**config.mk**
```make
export PLATFORM = sky130hd
export DESIGN_NAME = fdr_top
export DESIGN_NICKNAME = d
export VERILOG_FILES = /design/src/shared/fdr_pkg.sv /design/src/rtl/fdr_sync.sv /design/src/rtl/fdr_decode.sv /design/src/rtl/fdr_top.sv
export VERILOG_INCLUDE_DIRS = /design/src /design/src/shared
export SDC_FILE = /design/constraint.sdc
export NUM_CORES = 1
export LEC_CHECK = 0
export ABC_AREA = 1
export BUFFER_PORTS_ARGS = -buffer_cell sky130_fd_sc_hd__buf_2
export CORE_MARGIN = 2
export CORE_UTILIZATION = 52
export DETAILED_ROUTE_END_ITERATION = 6
export GPL_TIMING_DRIVEN = 0
export PLACE_DENSITY = 0.84
export SYNTH_ARGS = -nofsm -noshare
export SYNTH_HDL_FRONTEND = slang
export SYNTH_SLANG_ARGS = --single-unit
export TNS_END_PERCENT = 20
```
**constraint.sdc**
```tcl
create_clock -name aclk -period 1.73 [get_ports aclk]
set_input_delay 0.173 -clock aclk [delete_from_list [all_inputs] [get_ports aclk]]
set_output_delay 0.173 -clock aclk [all_outputs]
set_load 0.05 [all_outputs]
```
**src/shared/fdr_cfg.svh**
```systemverilog
// Constants for the floppy drive select and rate register block.
`ifndef FDR_CFG_SVH
`define FDR_CFG_SVH

// ----------------------------------------------------------------------
// Bus geometry
// ----------------------------------------------------------------------
`define FDR_AW 12
`define FDR_DW 32
`define FDR_RW 8

// ----------------------------------------------------------------------
// Register indices (byte address is four times the index)
// ----------------------------------------------------------------------
`define FDR_IDX_DRV 10'h3F2
`define FDR_IDX_TAPE 10'h3F3
`define FDR_IDX_RSEL 10'h3F4
`define FDR_IDX_DATA 10'h3F5
`define FDR_IDX_RCTL 10'h3F7
`define FDR_IDX_MODE 10'h3F8
`define FDR_IDX_DTYPE 10'h3F9
`define FDR_IDX_BOOT 10'h3FA
`define FDR_IDX_STAT 10'h3FB

// ----------------------------------------------------------------------
// Reset values
// ----------------------------------------------------------------------
`define FDR_DRV_RST 8'h00
`define FDR_RSEL_RST 7'h02
`define FDR_RATE_RST 2'h2
`define FDR_MODE_RST 8'h00
`define FDR_CFG_RST 8'h00
`define FDR_TAPE_RST 2'h0
`define FDR_CABLE_IDLE 8'hFF
`define FDR_PC_STEPS_RST 3'h3

// ----------------------------------------------------------------------
// Field positions
// ----------------------------------------------------------------------
`define FDR_DRV_NRESET 2
`define FDR_RSEL_SWRST 7
`define FDR_RSEL_PDOWN 6
`define FDR_RSEL_PC_HI 4
`define FDR_RSEL_PC_LO 2
`define FDR_MODE_ENH 2
`define FDR_MODE_DRT_HI 5
`define FDR_MODE_DRT_LO 4
`define FDR_BOOT_INV1 3
`define FDR_BOOT_INV0 2

// ----------------------------------------------------------------------
// Field codes
// ----------------------------------------------------------------------
`define FDR_PC_OFF 3'h7
`define FDR_PC_DEFAULT 3'h0
`define FDR_PC_DEF_FAST 3'h1
`define FDR_PC_DEF_SLOW 3'h3
`define FDR_PC_NONE 3'h0
`define FDR_DRT_STD 2'h0
`define FDR_DRT_3MODE 2'h1
`define FDR_SEL_300 2'h1
`define FDR_RESP_OKAY 2'h0
`define FDR_RESP_SLVERR 2'h2

// ----------------------------------------------------------------------
// Timing
// ----------------------------------------------------------------------
`define FDR_CLK_NS 40
`define FDR_SWRST_NS 100
`define FDR_SWRST_CYC ((`FDR_SWRST_NS + `FDR_CLK_NS - 1) / `FDR_CLK_NS)

`endif

```
**src/shared/fdr_pkg.sv**
```systemverilog
// Types shared by the floppy drive select and rate register block.
package fdr_pkg;

  // ----------------------------------------------------------------------
  // Drive cable outputs
  // ----------------------------------------------------------------------
  typedef struct packed {
    logic [3:0] drive_select_n;
    logic [3:0] motor_on_n;
  } fdr_cable_t;

  // ----------------------------------------------------------------------
  // Modes and rates
  // ----------------------------------------------------------------------
  typedef enum logic [1:0] {
    FDR_DEC_INT_NORMAL = 2'b00,
    FDR_DEC_INT_SWAP = 2'b01,
    FDR_DEC_EXT_NORMAL = 2'b10,
    FDR_DEC_EXT_SWAP = 2'b11
  } fdr_dec_mode_t;

  typedef enum logic [1:0] {
    FDR_RATE_500K = 2'b00,
    FDR_RATE_300K = 2'b01,
    FDR_RATE_250K = 2'b10,
    FDR_RATE_1M = 2'b11
  } fdr_rate_t;

endpackage : fdr_pkg

```
**src/rtl/fdr_sync.sv**
```systemverilog
// Two-flop synchroniser for the rate pin inputs.
`timescale 1ns/1ps
module fdr_sync #(
  parameter int WIDTH = 2
) (
  // Clock
  input wire logic aclk,
  // Asynchronous input and synchronised output
  input wire logic [WIDTH-1:0] async_in,
  output logic [WIDTH-1:0] sync_out
);

  // ----------------------------------------------------------------------
  // Synchroniser chain
  // ----------------------------------------------------------------------
  // No reset: the media bits must survive every reset.
  genvar g;
  generate
    for (g = 0; g < WIDTH; g++) begin : g_bit
      logic meta_ff;
      logic stable_ff;
      always_ff @(posedge aclk) begin
        meta_ff <= async_in[g];
        stable_ff <= meta_ff;
      end
      assign sync_out[g] = stable_ff;
    end
  endgenerate

endmodule : fdr_sync

```
**src/rtl/fdr_decode.sv**
```systemverilog
// Drive select and motor decode for the four cable modes.
`timescale 1ns/1ps
`include "fdr_cfg.svh"
module fdr_decode (
  // Decode controls
  input wire fdr_pkg::fdr_dec_mode_t mode,
  input wire logic [1:0] sel,
  input wire logic [3:0] mot,
  // Decoded cable levels
  output fdr_pkg::fdr_cable_t cable
);
  import fdr_pkg::*;

  // ----------------------------------------------------------------------
  // Helpers
  // ----------------------------------------------------------------------
  function automatic logic [1:0] swap01(input logic [1:0] c);
    swap01 = c[1] ? c : {1'b0, ~c[0]};
  endfunction : swap01

  // ----------------------------------------------------------------------
  // Decode
  // ----------------------------------------------------------------------
  always_comb begin
    logic [1:0] l;
    l = 2'b00;
    cable = `FDR_CABLE_IDLE;
    unique case (mode)
      FDR_DEC_INT_NORMAL: begin
        for (int p = 0; p < 4; p++) begin
          cable.drive_select_n[p] = ~((sel == 2'(p)) && mot[p]);
          cable.motor_on_n[p] = ~mot[p];
        end
      end
      FDR_DEC_INT_SWAP: begin
        for (int p = 0; p < 4; p++) begin
          l = swap01(2'(p));
          cable.drive_select_n[p] = ~((sel == l) && mot[l]);
          cable.motor_on_n[p] = ~mot[l];
        end
      end
      FDR_DEC_EXT_NORMAL: begin
        cable.drive_select_n[1:0] = sel;
        cable.motor_on_n[0] = ~mot[sel];
      end
      FDR_DEC_EXT_SWAP: begin
        cable.drive_select_n[1:0] = swap01(sel);
        cable.motor_on_n[0] = ~mot[sel];
      end
    endcase
  end

endmodule : fdr_decode

```
**src/rtl/fdr_top.sv**
```systemverilog
// Floppy drive select, tape drive and data rate registers on AXI4-Lite.
`timescale 1ns/1ps
`include "fdr_cfg.svh"
module fdr_top (
  // Clock and reset
  input wire logic aclk,
  input wire logic aresetn,
  // AXI4-Lite write address
  input wire logic [`FDR_AW-1:0] s_axi_awaddr,
  input wire logic [2:0] s_axi_awprot,
  input wire logic s_axi_awvalid,
  output logic s_axi_awready,
  // AXI4-Lite write data
  input wire logic [`FDR_DW-1:0] s_axi_wdata,
  input wire logic [3:0] s_axi_wstrb,
  input wire logic s_axi_wvalid,
  output logic s_axi_wready,
  // AXI4-Lite write response
  output logic [1:0] s_axi_bresp,
  output logic s_axi_bvalid,
  input wire logic s_axi_bready,
  // AXI4-Lite read address
  input wire logic [`FDR_AW-1:0] s_axi_araddr,
  input wire logic [2:0] s_axi_arprot,
  input wire logic s_axi_arvalid,
  output logic s_axi_arready,
  // AXI4-Lite read data
  output logic [`FDR_DW-1:0] s_axi_rdata,
  output logic [1:0] s_axi_rresp,
  output logic s_axi_rvalid,
  input wire logic s_axi_rready,
  // Drive cable
  output fdr_pkg::fdr_cable_t cable,
  // Two-way rate pins
  input wire logic [1:0] rate_pin_in,
  output logic [1:0] rate_pin_out,
  output logic [1:0] rate_pin_oe_n,
  // Controller side
  output fdr_pkg::fdr_rate_t data_rate,
  output logic [2:0] write_field_a_steps,
  output logic ctrl_reset,
  output logic low_power
);
  import fdr_pkg::*;

  // ----------------------------------------------------------------------
  // Helpers
  // ----------------------------------------------------------------------
  function automatic logic hit(input logic [`FDR_AW-1:0] a,
                               input logic [9:0] idx);
    hit = (a[`FDR_AW-1:2] == idx);
  endfunction : hit

  // ----------------------------------------------------------------------
  // State
  // ----------------------------------------------------------------------
  logic awready_ff;
  logic wready_ff;
  logic aw_hold_ff;
  logic w_hold_ff;
  logic [`FDR_AW-1:0] aw_addr_ff;
  logic [`FDR_RW-1:0] w_data_ff;
  logic w_strb_ff;
  logic bvalid_ff;
  logic [1:0] bresp_ff;
  logic arready_ff;
  logic rvalid_ff;
  logic [`FDR_DW-1:0] rdata_ff;
  logic [1:0] rresp_ff;
  logic [7:0] drv_ff;
  logic [7:0] mode_ff;
  logic [7:0] dtype_ff;
  logic [7:0] boot_ff;
  logic [1:0] tape_ff;
  logic [6:0] rsel_ff;
  logic [1:0] rate_eff_ff;
  logic [1:0] swrst_cnt_ff;
  logic low_power_ff;
  logic ctrl_reset_ff;
  fdr_rate_t data_rate_ff;
  logic [2:0] write_field_a_ff;
  fdr_cable_t cable_ff;
  logic [1:0] pin_out_ff;
  logic [1:0] pin_oe_n_ff;

  // ----------------------------------------------------------------------
  // Decoded strobes
  // ----------------------------------------------------------------------
  logic [1:0] pin_sync;
  fdr_cable_t nxt_cable;
  logic wr_go;
  logic wr_en;
  logic wr_mapped;
  logic rd_go;
  logic rd_mapped;
  logic [`FDR_RW-1:0] nxt_rdata;
  logic [`FDR_RW-1:0] tape_view;
  logic [2:0] nxt_write_field_a;
  fdr_rate_t nxt_rate;
  logic enhanced;
  logic wake;
  logic swrst_req;

  assign enhanced = mode_ff[`FDR_MODE_ENH];
  assign wr_go = aw_hold_ff && w_hold_ff && !bvalid_ff;
  assign wr_en = wr_go && w_strb_ff;
  assign rd_go = s_axi_arvalid && arready_ff;
  assign wr_mapped = hit(aw_addr_ff, `FDR_IDX_DRV) ||
                     hit(aw_addr_ff, `FDR_IDX_TAPE) ||
                     hit(aw_addr_ff, `FDR_IDX_RSEL) ||
                     hit(aw_addr_ff, `FDR_IDX_DATA) ||
                     hit(aw_addr_ff, `FDR_IDX_RCTL) ||
                     hit(aw_addr_ff, `FDR_IDX_MODE) ||
                     hit(aw_addr_ff, `FDR_IDX_DTYPE) ||
                     hit(aw_addr_ff, `FDR_IDX_BOOT) ||
                     hit(aw_addr_ff, `FDR_IDX_STAT);
  assign rd_mapped = hit(s_axi_araddr, `FDR_IDX_DRV) ||
                     hit(s_axi_araddr, `FDR_IDX_TAPE) ||
                     hit(s_axi_araddr, `FDR_IDX_RSEL) ||
                     hit(s_axi_araddr, `FDR_IDX_DATA) ||
                     hit(s_axi_araddr, `FDR_IDX_RCTL) ||
                     hit(s_axi_araddr, `FDR_IDX_MODE) ||
                     hit(s_axi_araddr, `FDR_IDX_DTYPE) ||
                     hit(s_axi_araddr, `FDR_IDX_BOOT) ||
                     hit(s_axi_araddr, `FDR_IDX_STAT);
  // Reads at the rate select index stand for status register reads.
  assign wake = (rd_go && (hit(s_axi_araddr, `FDR_IDX_RSEL) ||
                           hit(s_axi_araddr, `FDR_IDX_DATA))) ||
                (wr_go && hit(aw_addr_ff, `FDR_IDX_DATA));
  assign swrst_req = wr_en && hit(aw_addr_ff, `FDR_IDX_RSEL) &&
                     w_data_ff[`FDR_RSEL_SWRST];

  // ----------------------------------------------------------------------
  // Rate pin synchroniser and cable decode
  // ----------------------------------------------------------------------
  fdr_sync #(.WIDTH(2)) u_sync (
    .aclk(aclk),
    .async_in(rate_pin_in),
    .sync_out(pin_sync)
  );

  fdr_decode u_decode (
    .mode(fdr_dec_mode_t'(mode_ff[1:0])),
    .sel(drv_ff[1:0]),
    .mot(drv_ff[7:4]),
    .cable(nxt_cable)
  );

  // ----------------------------------------------------------------------
  // AXI write channels
  // ----------------------------------------------------------------------
  always_ff @(posedge aclk) begin
    if (!aresetn) begin
      awready_ff <= 1'b1;
      aw_hold_ff <= 1'b0;
      aw_addr_ff <= '0;
    end else begin
      if (s_axi_awvalid && awready_ff) begin
        aw_hold_ff <= 1'b1;
        aw_addr_ff <= s_axi_awaddr;
        awready_ff <= 1'b0;
      end else if (wr_go) begin
        aw_hold_ff <= 1'b0;
      end
      if (s_axi_bready && bvalid_ff) begin
        awready_ff <= 1'b1;
      end
    end
  end

  always_ff @(posedge aclk) begin
    if (!aresetn) begin
      wready_ff <= 1'b1;
      w_hold_ff <= 1'b0;
      w_data_ff <= '0;
      w_strb_ff <= 1'b0;
    end else begin
      if (s_axi_wvalid && wready_ff) begin
        w_hold_ff <= 1'b1;
        w_data_ff <= s_axi_wdata[`FDR_RW-1:0];
        w_strb_ff <= s_axi_wstrb[0];
        wready_ff <= 1'b0;
      end else if (wr_go) begin
        w_hold_ff <= 1'b0;
      end
      if (s_axi_bready && bvalid_ff) begin
        wready_ff <= 1'b1;
      end
    end
  end

  always_ff @(posedge aclk) begin
    if (!aresetn) begin
      bvalid_ff <= 1'b0;
      bresp_ff <= `FDR_RESP_OKAY;
    end else if (wr_go) begin
      bvalid_ff <= 1'b1;
      bresp_ff <= wr_mapped ? `FDR_RESP_OKAY : `FDR_RESP_SLVERR;
    end else if (s_axi_bready && bvalid_ff) begin
      bvalid_ff <= 1'b0;
    end
  end

  // ----------------------------------------------------------------------
  // AXI read channels
  // ----------------------------------------------------------------------
  always_comb begin
    if (enhanced) begin
      tape_view = {pin_sync[1] ^ boot_ff[`FDR_BOOT_INV1],
                   pin_sync[0] ^ boot_ff[`FDR_BOOT_INV0],
                   dtype_ff[{drv_ff[1:0], 1'b1}],
                   dtype_ff[{drv_ff[1:0], 1'b0}],
                   boot_ff[1:0],
                   tape_ff};
    end else begin
      // A bus without tri-state cannot float, so the unused bits read 0.
      tape_view = {6'h00, tape_ff};
    end
  end

  always_comb begin
    nxt_rdata = 8'h00;
    if (hit(s_axi_araddr, `FDR_IDX_DRV)) begin
      nxt_rdata = drv_ff;
    end else if (hit(s_axi_araddr, `FDR_IDX_TAPE)) begin
      nxt_rdata = tape_view;
    end else if (hit(s_axi_araddr, `FDR_IDX_MODE)) begin
      nxt_rdata = mode_ff;
    end else if (hit(s_axi_araddr, `FDR_IDX_DTYPE)) begin
      nxt_rdata = dtype_ff;
    end else if (hit(s_axi_araddr, `FDR_IDX_BOOT)) begin
      nxt_rdata = boot_ff;
    end else if (hit(s_axi_araddr, `FDR_IDX_STAT)) begin
      nxt_rdata = {low_power_ff, ctrl_reset_ff, rate_eff_ff,
                   write_field_a_ff, 1'b0};
    end
  end

  always_ff @(posedge aclk) begin
    if (!aresetn) begin
      arready_ff <= 1'b1;
      rvalid_ff <= 1'b0;
      rdata_ff <= '0;
      rresp_ff <= `FDR_RESP_OKAY;
    end else if (rd_go) begin
      arready_ff <= 1'b0;
      rvalid_ff <= 1'b1;
      rdata_ff <= {24'h00_0000, nxt_rdata};
      rresp_ff <= rd_mapped ? `FDR_RESP_OKAY : `FDR_RESP_SLVERR;
    end else if (s_axi_rready && rvalid_ff) begin
      arready_ff <= 1'b1;
      rvalid_ff <= 1'b0;
    end
  end

  // ----------------------------------------------------------------------
  // Software registers
  // ----------------------------------------------------------------------
  always_ff @(posedge aclk) begin
    if (!aresetn) begin
      drv_ff <= `FDR_DRV_RST;
      mode_ff <= `FDR_MODE_RST;
      dtype_ff <= `FDR_CFG_RST;
      boot_ff <= `FDR_CFG_RST;
    end else if (wr_en) begin
      if (hit(aw_addr_ff, `FDR_IDX_DRV)) begin
        drv_ff <= w_data_ff;
      end
      if (hit(aw_addr_ff, `FDR_IDX_MODE)) begin
        mode_ff <= w_data_ff;
      end
      if (hit(aw_addr_ff, `FDR_IDX_DTYPE)) begin
        dtype_ff <= w_data_ff;
      end
      if (hit(aw_addr_ff, `FDR_IDX_BOOT)) begin
        boot_ff <= w_data_ff;
      end
    end
  end

  // Only the hardware reset touches the tape bits.
  always_ff @(posedge aclk) begin
    if (!aresetn) begin
      tape_ff <= `FDR_TAPE_RST;
    end else if (wr_en && hit(aw_addr_ff, `FDR_IDX_TAPE)) begin
      tape_ff <= w_data_ff[1:0];
    end
  end

  // Bit 7 is never stored and bit 5 is held at zero.
  always_ff @(posedge aclk) begin
    if (!aresetn) begin
      rsel_ff <= `FDR_RSEL_RST;
    end else if (wr_en && hit(aw_addr_ff, `FDR_IDX_RSEL)) begin
      rsel_ff <= {w_data_ff[`FDR_RSEL_PDOWN], 1'b0,
                  w_data_ff[`FDR_RSEL_PC_HI:0]};
    end
  end

  always_ff @(posedge aclk) begin
    if (!aresetn) begin
      rate_eff_ff <= `FDR_RATE_RST;
    end else if (wr_en && (hit(aw_addr_ff, `FDR_IDX_RSEL) ||
                           hit(aw_addr_ff, `FDR_IDX_RCTL))) begin
      rate_eff_ff <= w_data_ff[1:0];
    end
  end

  // ----------------------------------------------------------------------
  // Soft reset and low power
  // ----------------------------------------------------------------------
  // The self-clearing reset is stretched to the controller's minimum width.
  always_ff @(posedge aclk) begin
    if (!aresetn) begin
      swrst_cnt_ff <= 2'h0;
    end else if (swrst_req) begin
      swrst_cnt_ff <= 2'(`FDR_SWRST_CYC);
    end else if (swrst_cnt_ff != 2'h0) begin
      swrst_cnt_ff <= swrst_cnt_ff - 2'h1;
    end
  end

  always_ff @(posedge aclk) begin
    if (!aresetn) begin
      ctrl_reset_ff <= 1'b1;
    end else begin
      ctrl_reset_ff <= !drv_ff[`FDR_DRV_NRESET] || swrst_req ||
                       (swrst_cnt_ff != 2'h0);
    end
  end

  // Entering low power wins over a wake in the same cycle.
  always_ff @(posedge aclk) begin
    if (!aresetn) begin
      low_power_ff <= 1'b0;
    end else if (wr_en && hit(aw_addr_ff, `FDR_IDX_RSEL) &&
                 w_data_ff[`FDR_RSEL_PDOWN] && !swrst_req) begin
      low_power_ff <= 1'b1;
    end else if (wake || ctrl_reset_ff) begin
      low_power_ff <= 1'b0;
    end
  end

  // ----------------------------------------------------------------------
  // Rate and precompensation decode
  // ----------------------------------------------------------------------
  always_comb begin
    nxt_rate = fdr_rate_t'(rate_eff_ff);
    if (mode_ff[`FDR_MODE_DRT_HI:`FDR_MODE_DRT_LO] == `FDR_DRT_3MODE &&
        rate_eff_ff == `FDR_SEL_300) begin
      nxt_rate = FDR_RATE_500K;
    end
  end

  always_comb begin
    nxt_write_field_a = rsel_ff[`FDR_RSEL_PC_HI:`FDR_RSEL_PC_LO];
    if (nxt_write_field_a == `FDR_PC_OFF) begin
      nxt_write_field_a = `FDR_PC_NONE;
    end else if (nxt_write_field_a == `FDR_PC_DEFAULT) begin
      nxt_write_field_a = (nxt_rate == FDR_RATE_1M) ? `FDR_PC_DEF_FAST
                                              : `FDR_PC_DEF_SLOW;
    end
  end

  always_ff @(posedge aclk) begin
    if (!aresetn) begin
      data_rate_ff <= fdr_rate_t'(`FDR_RATE_RST);
      write_field_a_ff <= `FDR_PC_STEPS_RST;
    end else begin
      data_rate_ff <= nxt_rate;
      write_field_a_ff <= nxt_write_field_a;
    end
  end

  // ----------------------------------------------------------------------
  // Cable and pin outputs
  // ----------------------------------------------------------------------
  always_ff @(posedge aclk) begin
    if (!aresetn) begin
      cable_ff <= `FDR_CABLE_IDLE;
    end else begin
      cable_ff <= nxt_cable;
    end
  end

  always_ff @(posedge aclk) begin
    if (!aresetn) begin
      pin_out_ff <= `FDR_RATE_RST;
      pin_oe_n_ff <= 2'h0;
    end else begin
      pin_out_ff <= rate_eff_ff;
      pin_oe_n_ff <= {2{enhanced}};
    end
  end

  assign s_axi_awready = awready_ff;
  assign s_axi_wready = wready_ff;
  assign s_axi_bvalid = bvalid_ff;
  assign s_axi_bresp = bresp_ff;
  assign s_axi_arready = arready_ff;
  assign s_axi_rvalid = rvalid_ff;
  assign s_axi_rdata = rdata_ff;
  assign s_axi_rresp = rresp_ff;
  assign cable = cable_ff;
  assign rate_pin_out = pin_out_ff;
  assign rate_pin_oe_n = pin_oe_n_ff;
  assign data_rate = data_rate_ff;
  assign write_field_a_steps = write_field_a_ff;
  assign ctrl_reset = ctrl_reset_ff;
  assign low_power = low_power_ff;

endmodule : fdr_top

```
==> qor.yml <==
timing:
  hold_viol: 0
  worst_pin_slew_ns: 0.628
  rsz0062_at_grt: "false"
  setup_viol: 0
  fmaxAchievable_mhz: 641
  clock_skew_ns: 0.0107
  hold_ws_ns: 0.0423
  fin_crit_ns: 1.56
  fin_tns_setup_ns: 0
  slew_headroom_pct: 58.2
  drv_slew: 0
  period_share_pct: 90.1
worst_setup_path:
  cp_max_fo: 10
  cpLargestDelayFamily: "simple AND/OR/NAND/NOR gates"
  crit_chain: "nand2_2, nor2_4, nand2_4, inv_6, nand4_4, inv_2, nand2_2, buf_6, o21ai_1, a21oi_1"
  worst_path_largest_cell_delay_ns: 0.37
  r2r_cells: 10
  cp_common_cell: "nand2_2"
  cp_data_required_time_ns: 1.99
  worstPathArrival_ns: 1.82
  cp-end-kind: "flip-flop"
  crit_cells: 10
  worst_path_max_delay_cell: "dfxtp_1"
  worstSetupStartpointType: "flip-flop"
  critPathBufInv: 3
  worstSetupPathType: "reg -> reg"
route:
  dr.pass1.iters: 7
  post_drt_wl_per_cell_um: 14.7
  drc: 0
  drt.antenna.violating_nets: 0
  drtIter0Drc: 369
  wl_um: 11800
  routed-via-count: 4309
  viasPerCell: 5.37
synth:
  synthDistinctLibCells: 44
  synth-seq-cells: 99
  synth_edf_count: 0
  synthFlopType: "dfxtp_1"
  synthCells: 585
  async_flop_share_pct: 0
  synth_seq_area_share_pct: 43.9
  netlist_area_um2: 4520
  yosysWarnings: 0
  syn_avg_cell_area_um2: 7.72
cts:
  cts_sinks: 99
  numCtsBuffers: 9
  cts_tree: "done"
  clock_tree.root_cell: "clkbuf_8"
  cts_max_level: 3
  cts_setup_buffers: 0
  clk_pin_slew_ns: 0.10
  clock_latency_ns: 0.38
  cts_buffer_depth: 2
power_and_ir_drop:
  powerDensity_nw_per_um2: 841
  cellLeakagePower_nw: 2.35
  max-vdd-ir-drop_mv: 0.611
run:
  cap_viol_max_count: 0
grt:
  gr-usage-all-layers_pct: 25.3
  grt_max_degree: 19
  grt_pass1_vias: 3986
  grt_overflow: 0
  antenna_found_initial: 0
  grt_pass1_wl_um: 19400
final_layout:
  num_antenna_cells: 0
  nets: 773
  drive_gt1_share_pct: 22.1
  syn2layout_area_growth_pct: 17.3
  multiInputGateArea_um2: 2070
  seq_area_um2: 1980
  final_cell_area_um2: 5300
  fillCellCount: 750
  final_cells: 803
floorplanning:
  dieArea_um2: 9440
  ios: 135
  rows: 33
  fp.coreArea_um2: 8300
  die_y_um: 97.2
  start_util_pct: 54.4
  dieWidth_um: 97.2
place:
  hpwlAfterDp_um: 9010
  dp.cells: 785
  io_buffer_count: 70
  place_congestion: 0.886
  placed_cell_area_um2: 5090
hold_path:
  min_path_cells: 3
  min_path_type: "in -> reg"
status:
  status: "finished clean"
area by class of cell:
class,count,area share [%]
Multi-Input combinational cell,405,39.1
Sequential cell,99,37.4
Timing Repair Buffer,72,6.99
Buffer,50,6.42
Inverter,56,4.06
Tap cell,105,2.48
Clock buffer,9,2.34
Clock inverter,7,1.18
per-layer routing:
metal  routed length (um)  vias up  global-route usage [%]
li1                     -     2133                       -
met1                 4890     1934                    32.6
met2                 5670      219                    42.4
met3                 1040       23                    3.81
met4                  214        0                    10.6
met5                    0        -                       0
sequential cells by signal, summed over array words and instances (netlist names), 2 cells and up:
signal / cells
write_field_a_steps: 3
s_axi_rdata: 8
rate_pin_out: 2
u_sync.g_bit.stable_ff: 2
aw_addr_ff: 10
rate_eff_ff: 2
tape_ff: 2
cable: 8
swrst_cnt_ff: 2
u_sync.g_bit.meta_ff: 2
drv_ff: 8
rsel_ff: 3
dtype_ff: 8
data_rate: 2
mode_ff: 8
w_data_ff: 8
boot_ff: 8
worst reg2reg max path, stage by stage (launching register included):
cell	delay, ns
dfxtp_1	0.37
nand2_2	0.09
nor2_4	0.15
nand2_4	0.09
inv_6	0.09
nand4_4	0.11
inv_2	0.08
nand2_2	0.08
buf_6	0.15
o21ai_1	0.19
a21oi_1	0.06
cells in the mapped netlist (2+ instances only):
library cell | count | area [um2]
nand2_2 | 4 | 25.0
a211oi_2 | 2 | 25.0
nand2_1 | 75 | 282
buf_6 | 4 | 45.0
nor3_1 | 7 | 35.0
or2_2 | 2 | 12.5
o22ai_1 | 2 | 12.5
inv_2 | 9 | 33.8
xor2_1 | 2 | 17.5
o21ai_0 | 58 | 290
buf_2 | 3 | 15.0
nand4_1 | 27 | 169
ha_1 | 5 | 62.6
nor2_1 | 60 | 225
clkbuf_1 | 14 | 52.6
a21oi_1 | 69 | 345
o211ai_1 | 5 | 37.5
nor2_2 | 5 | 31.3
a211oi_1 | 6 | 45.0
dfxtp_1 | 99 | 1980
buf_4 | 27 | 203
nor2_4 | 5 | 56.3
nand3_1 | 24 | 120
inv_1 | 45 | 169
o21ai_1 | 7 | 35.0
logic make-up (layout without fill, tap and decap cells):
logic type      after synthesis  after routing  share of synthesized area [%]
xor+xnor                      3              3                          0.582
compound gates              156            156                           18.8
fa+ha+maj                     5              5                           1.39
buf+inv                     106            194                           12.3
flops                        99             99                           43.9
other cells                   1             26                         0.0830
simple gates                215            215                           23.0
timing repair:
item	4_1_cts	5_1_grt
endpoints found under the hold margin	2	0
resized for setup	0	3
hold buffers	2	0
endpoints found under the setup margin	0	2
metrics by stage:
| stage | util, % | worst slack (ns) | total power [mW] |
|---|---|---|---|
| floorplan | - | 0.184 | 2.93 |
| global placement | 61.3 | 0.160 | 3.06 |
| detailed placement | 61.3 | 0.141 | 3.09 |
| CTS | 63.8 | 0.125 | 4.46 |
| global route | 63.8 | 0.0749 | 4.62 |
| finish | 63.8 | 0.171 | 4.46 |
worst paths after layout:
check / startpoint / endpoint / slack, ns
hold / removal: s_axi_awaddr[10] / aw_addr_ff[10]$_SDFFE_PN0P_ / 0.04
setup reg to reg: w_hold_ff$_SDFFE_PN0P_ / drv_ff[6]$_SDFFE_PN0P_ / 0.17
setup / recovery: w_hold_ff$_SDFFE_PN0P_ / drv_ff[6]$_SDFFE_PN0P_ / 0.17
hold reg to reg: u_sync.g_bit[1].meta_ff$_DFF_P_ / u_sync.g_bit[1].stable_ff$_DFF_P_ / 0.34
cell usage in the layout, fill, tap and decap left out, drive strengths merged, types with 2 or more instances in the layout:
cell type,instances
buf,106
dfxtp,99
nand2,80
nor2,71
a21oi,69
o21ai,65
inv,57
nand4,28
conb,26
nand3,25
clkbuf,23
a211oi,8
nor3,7
o211ai,5
ha,5
clkinvlp,3
clkinv,3
or2,2
xor2,2
o22ai,2
dlygate4sd3,2
report_power, final:
group          total [mW]  switching [mW]  internal (mW)
sequential           2.41          0.0475           2.36
clock                1.42           0.870          0.547
combinational       0.636           0.453          0.183
No activity file was read; power rests on OpenSTA's default activity.
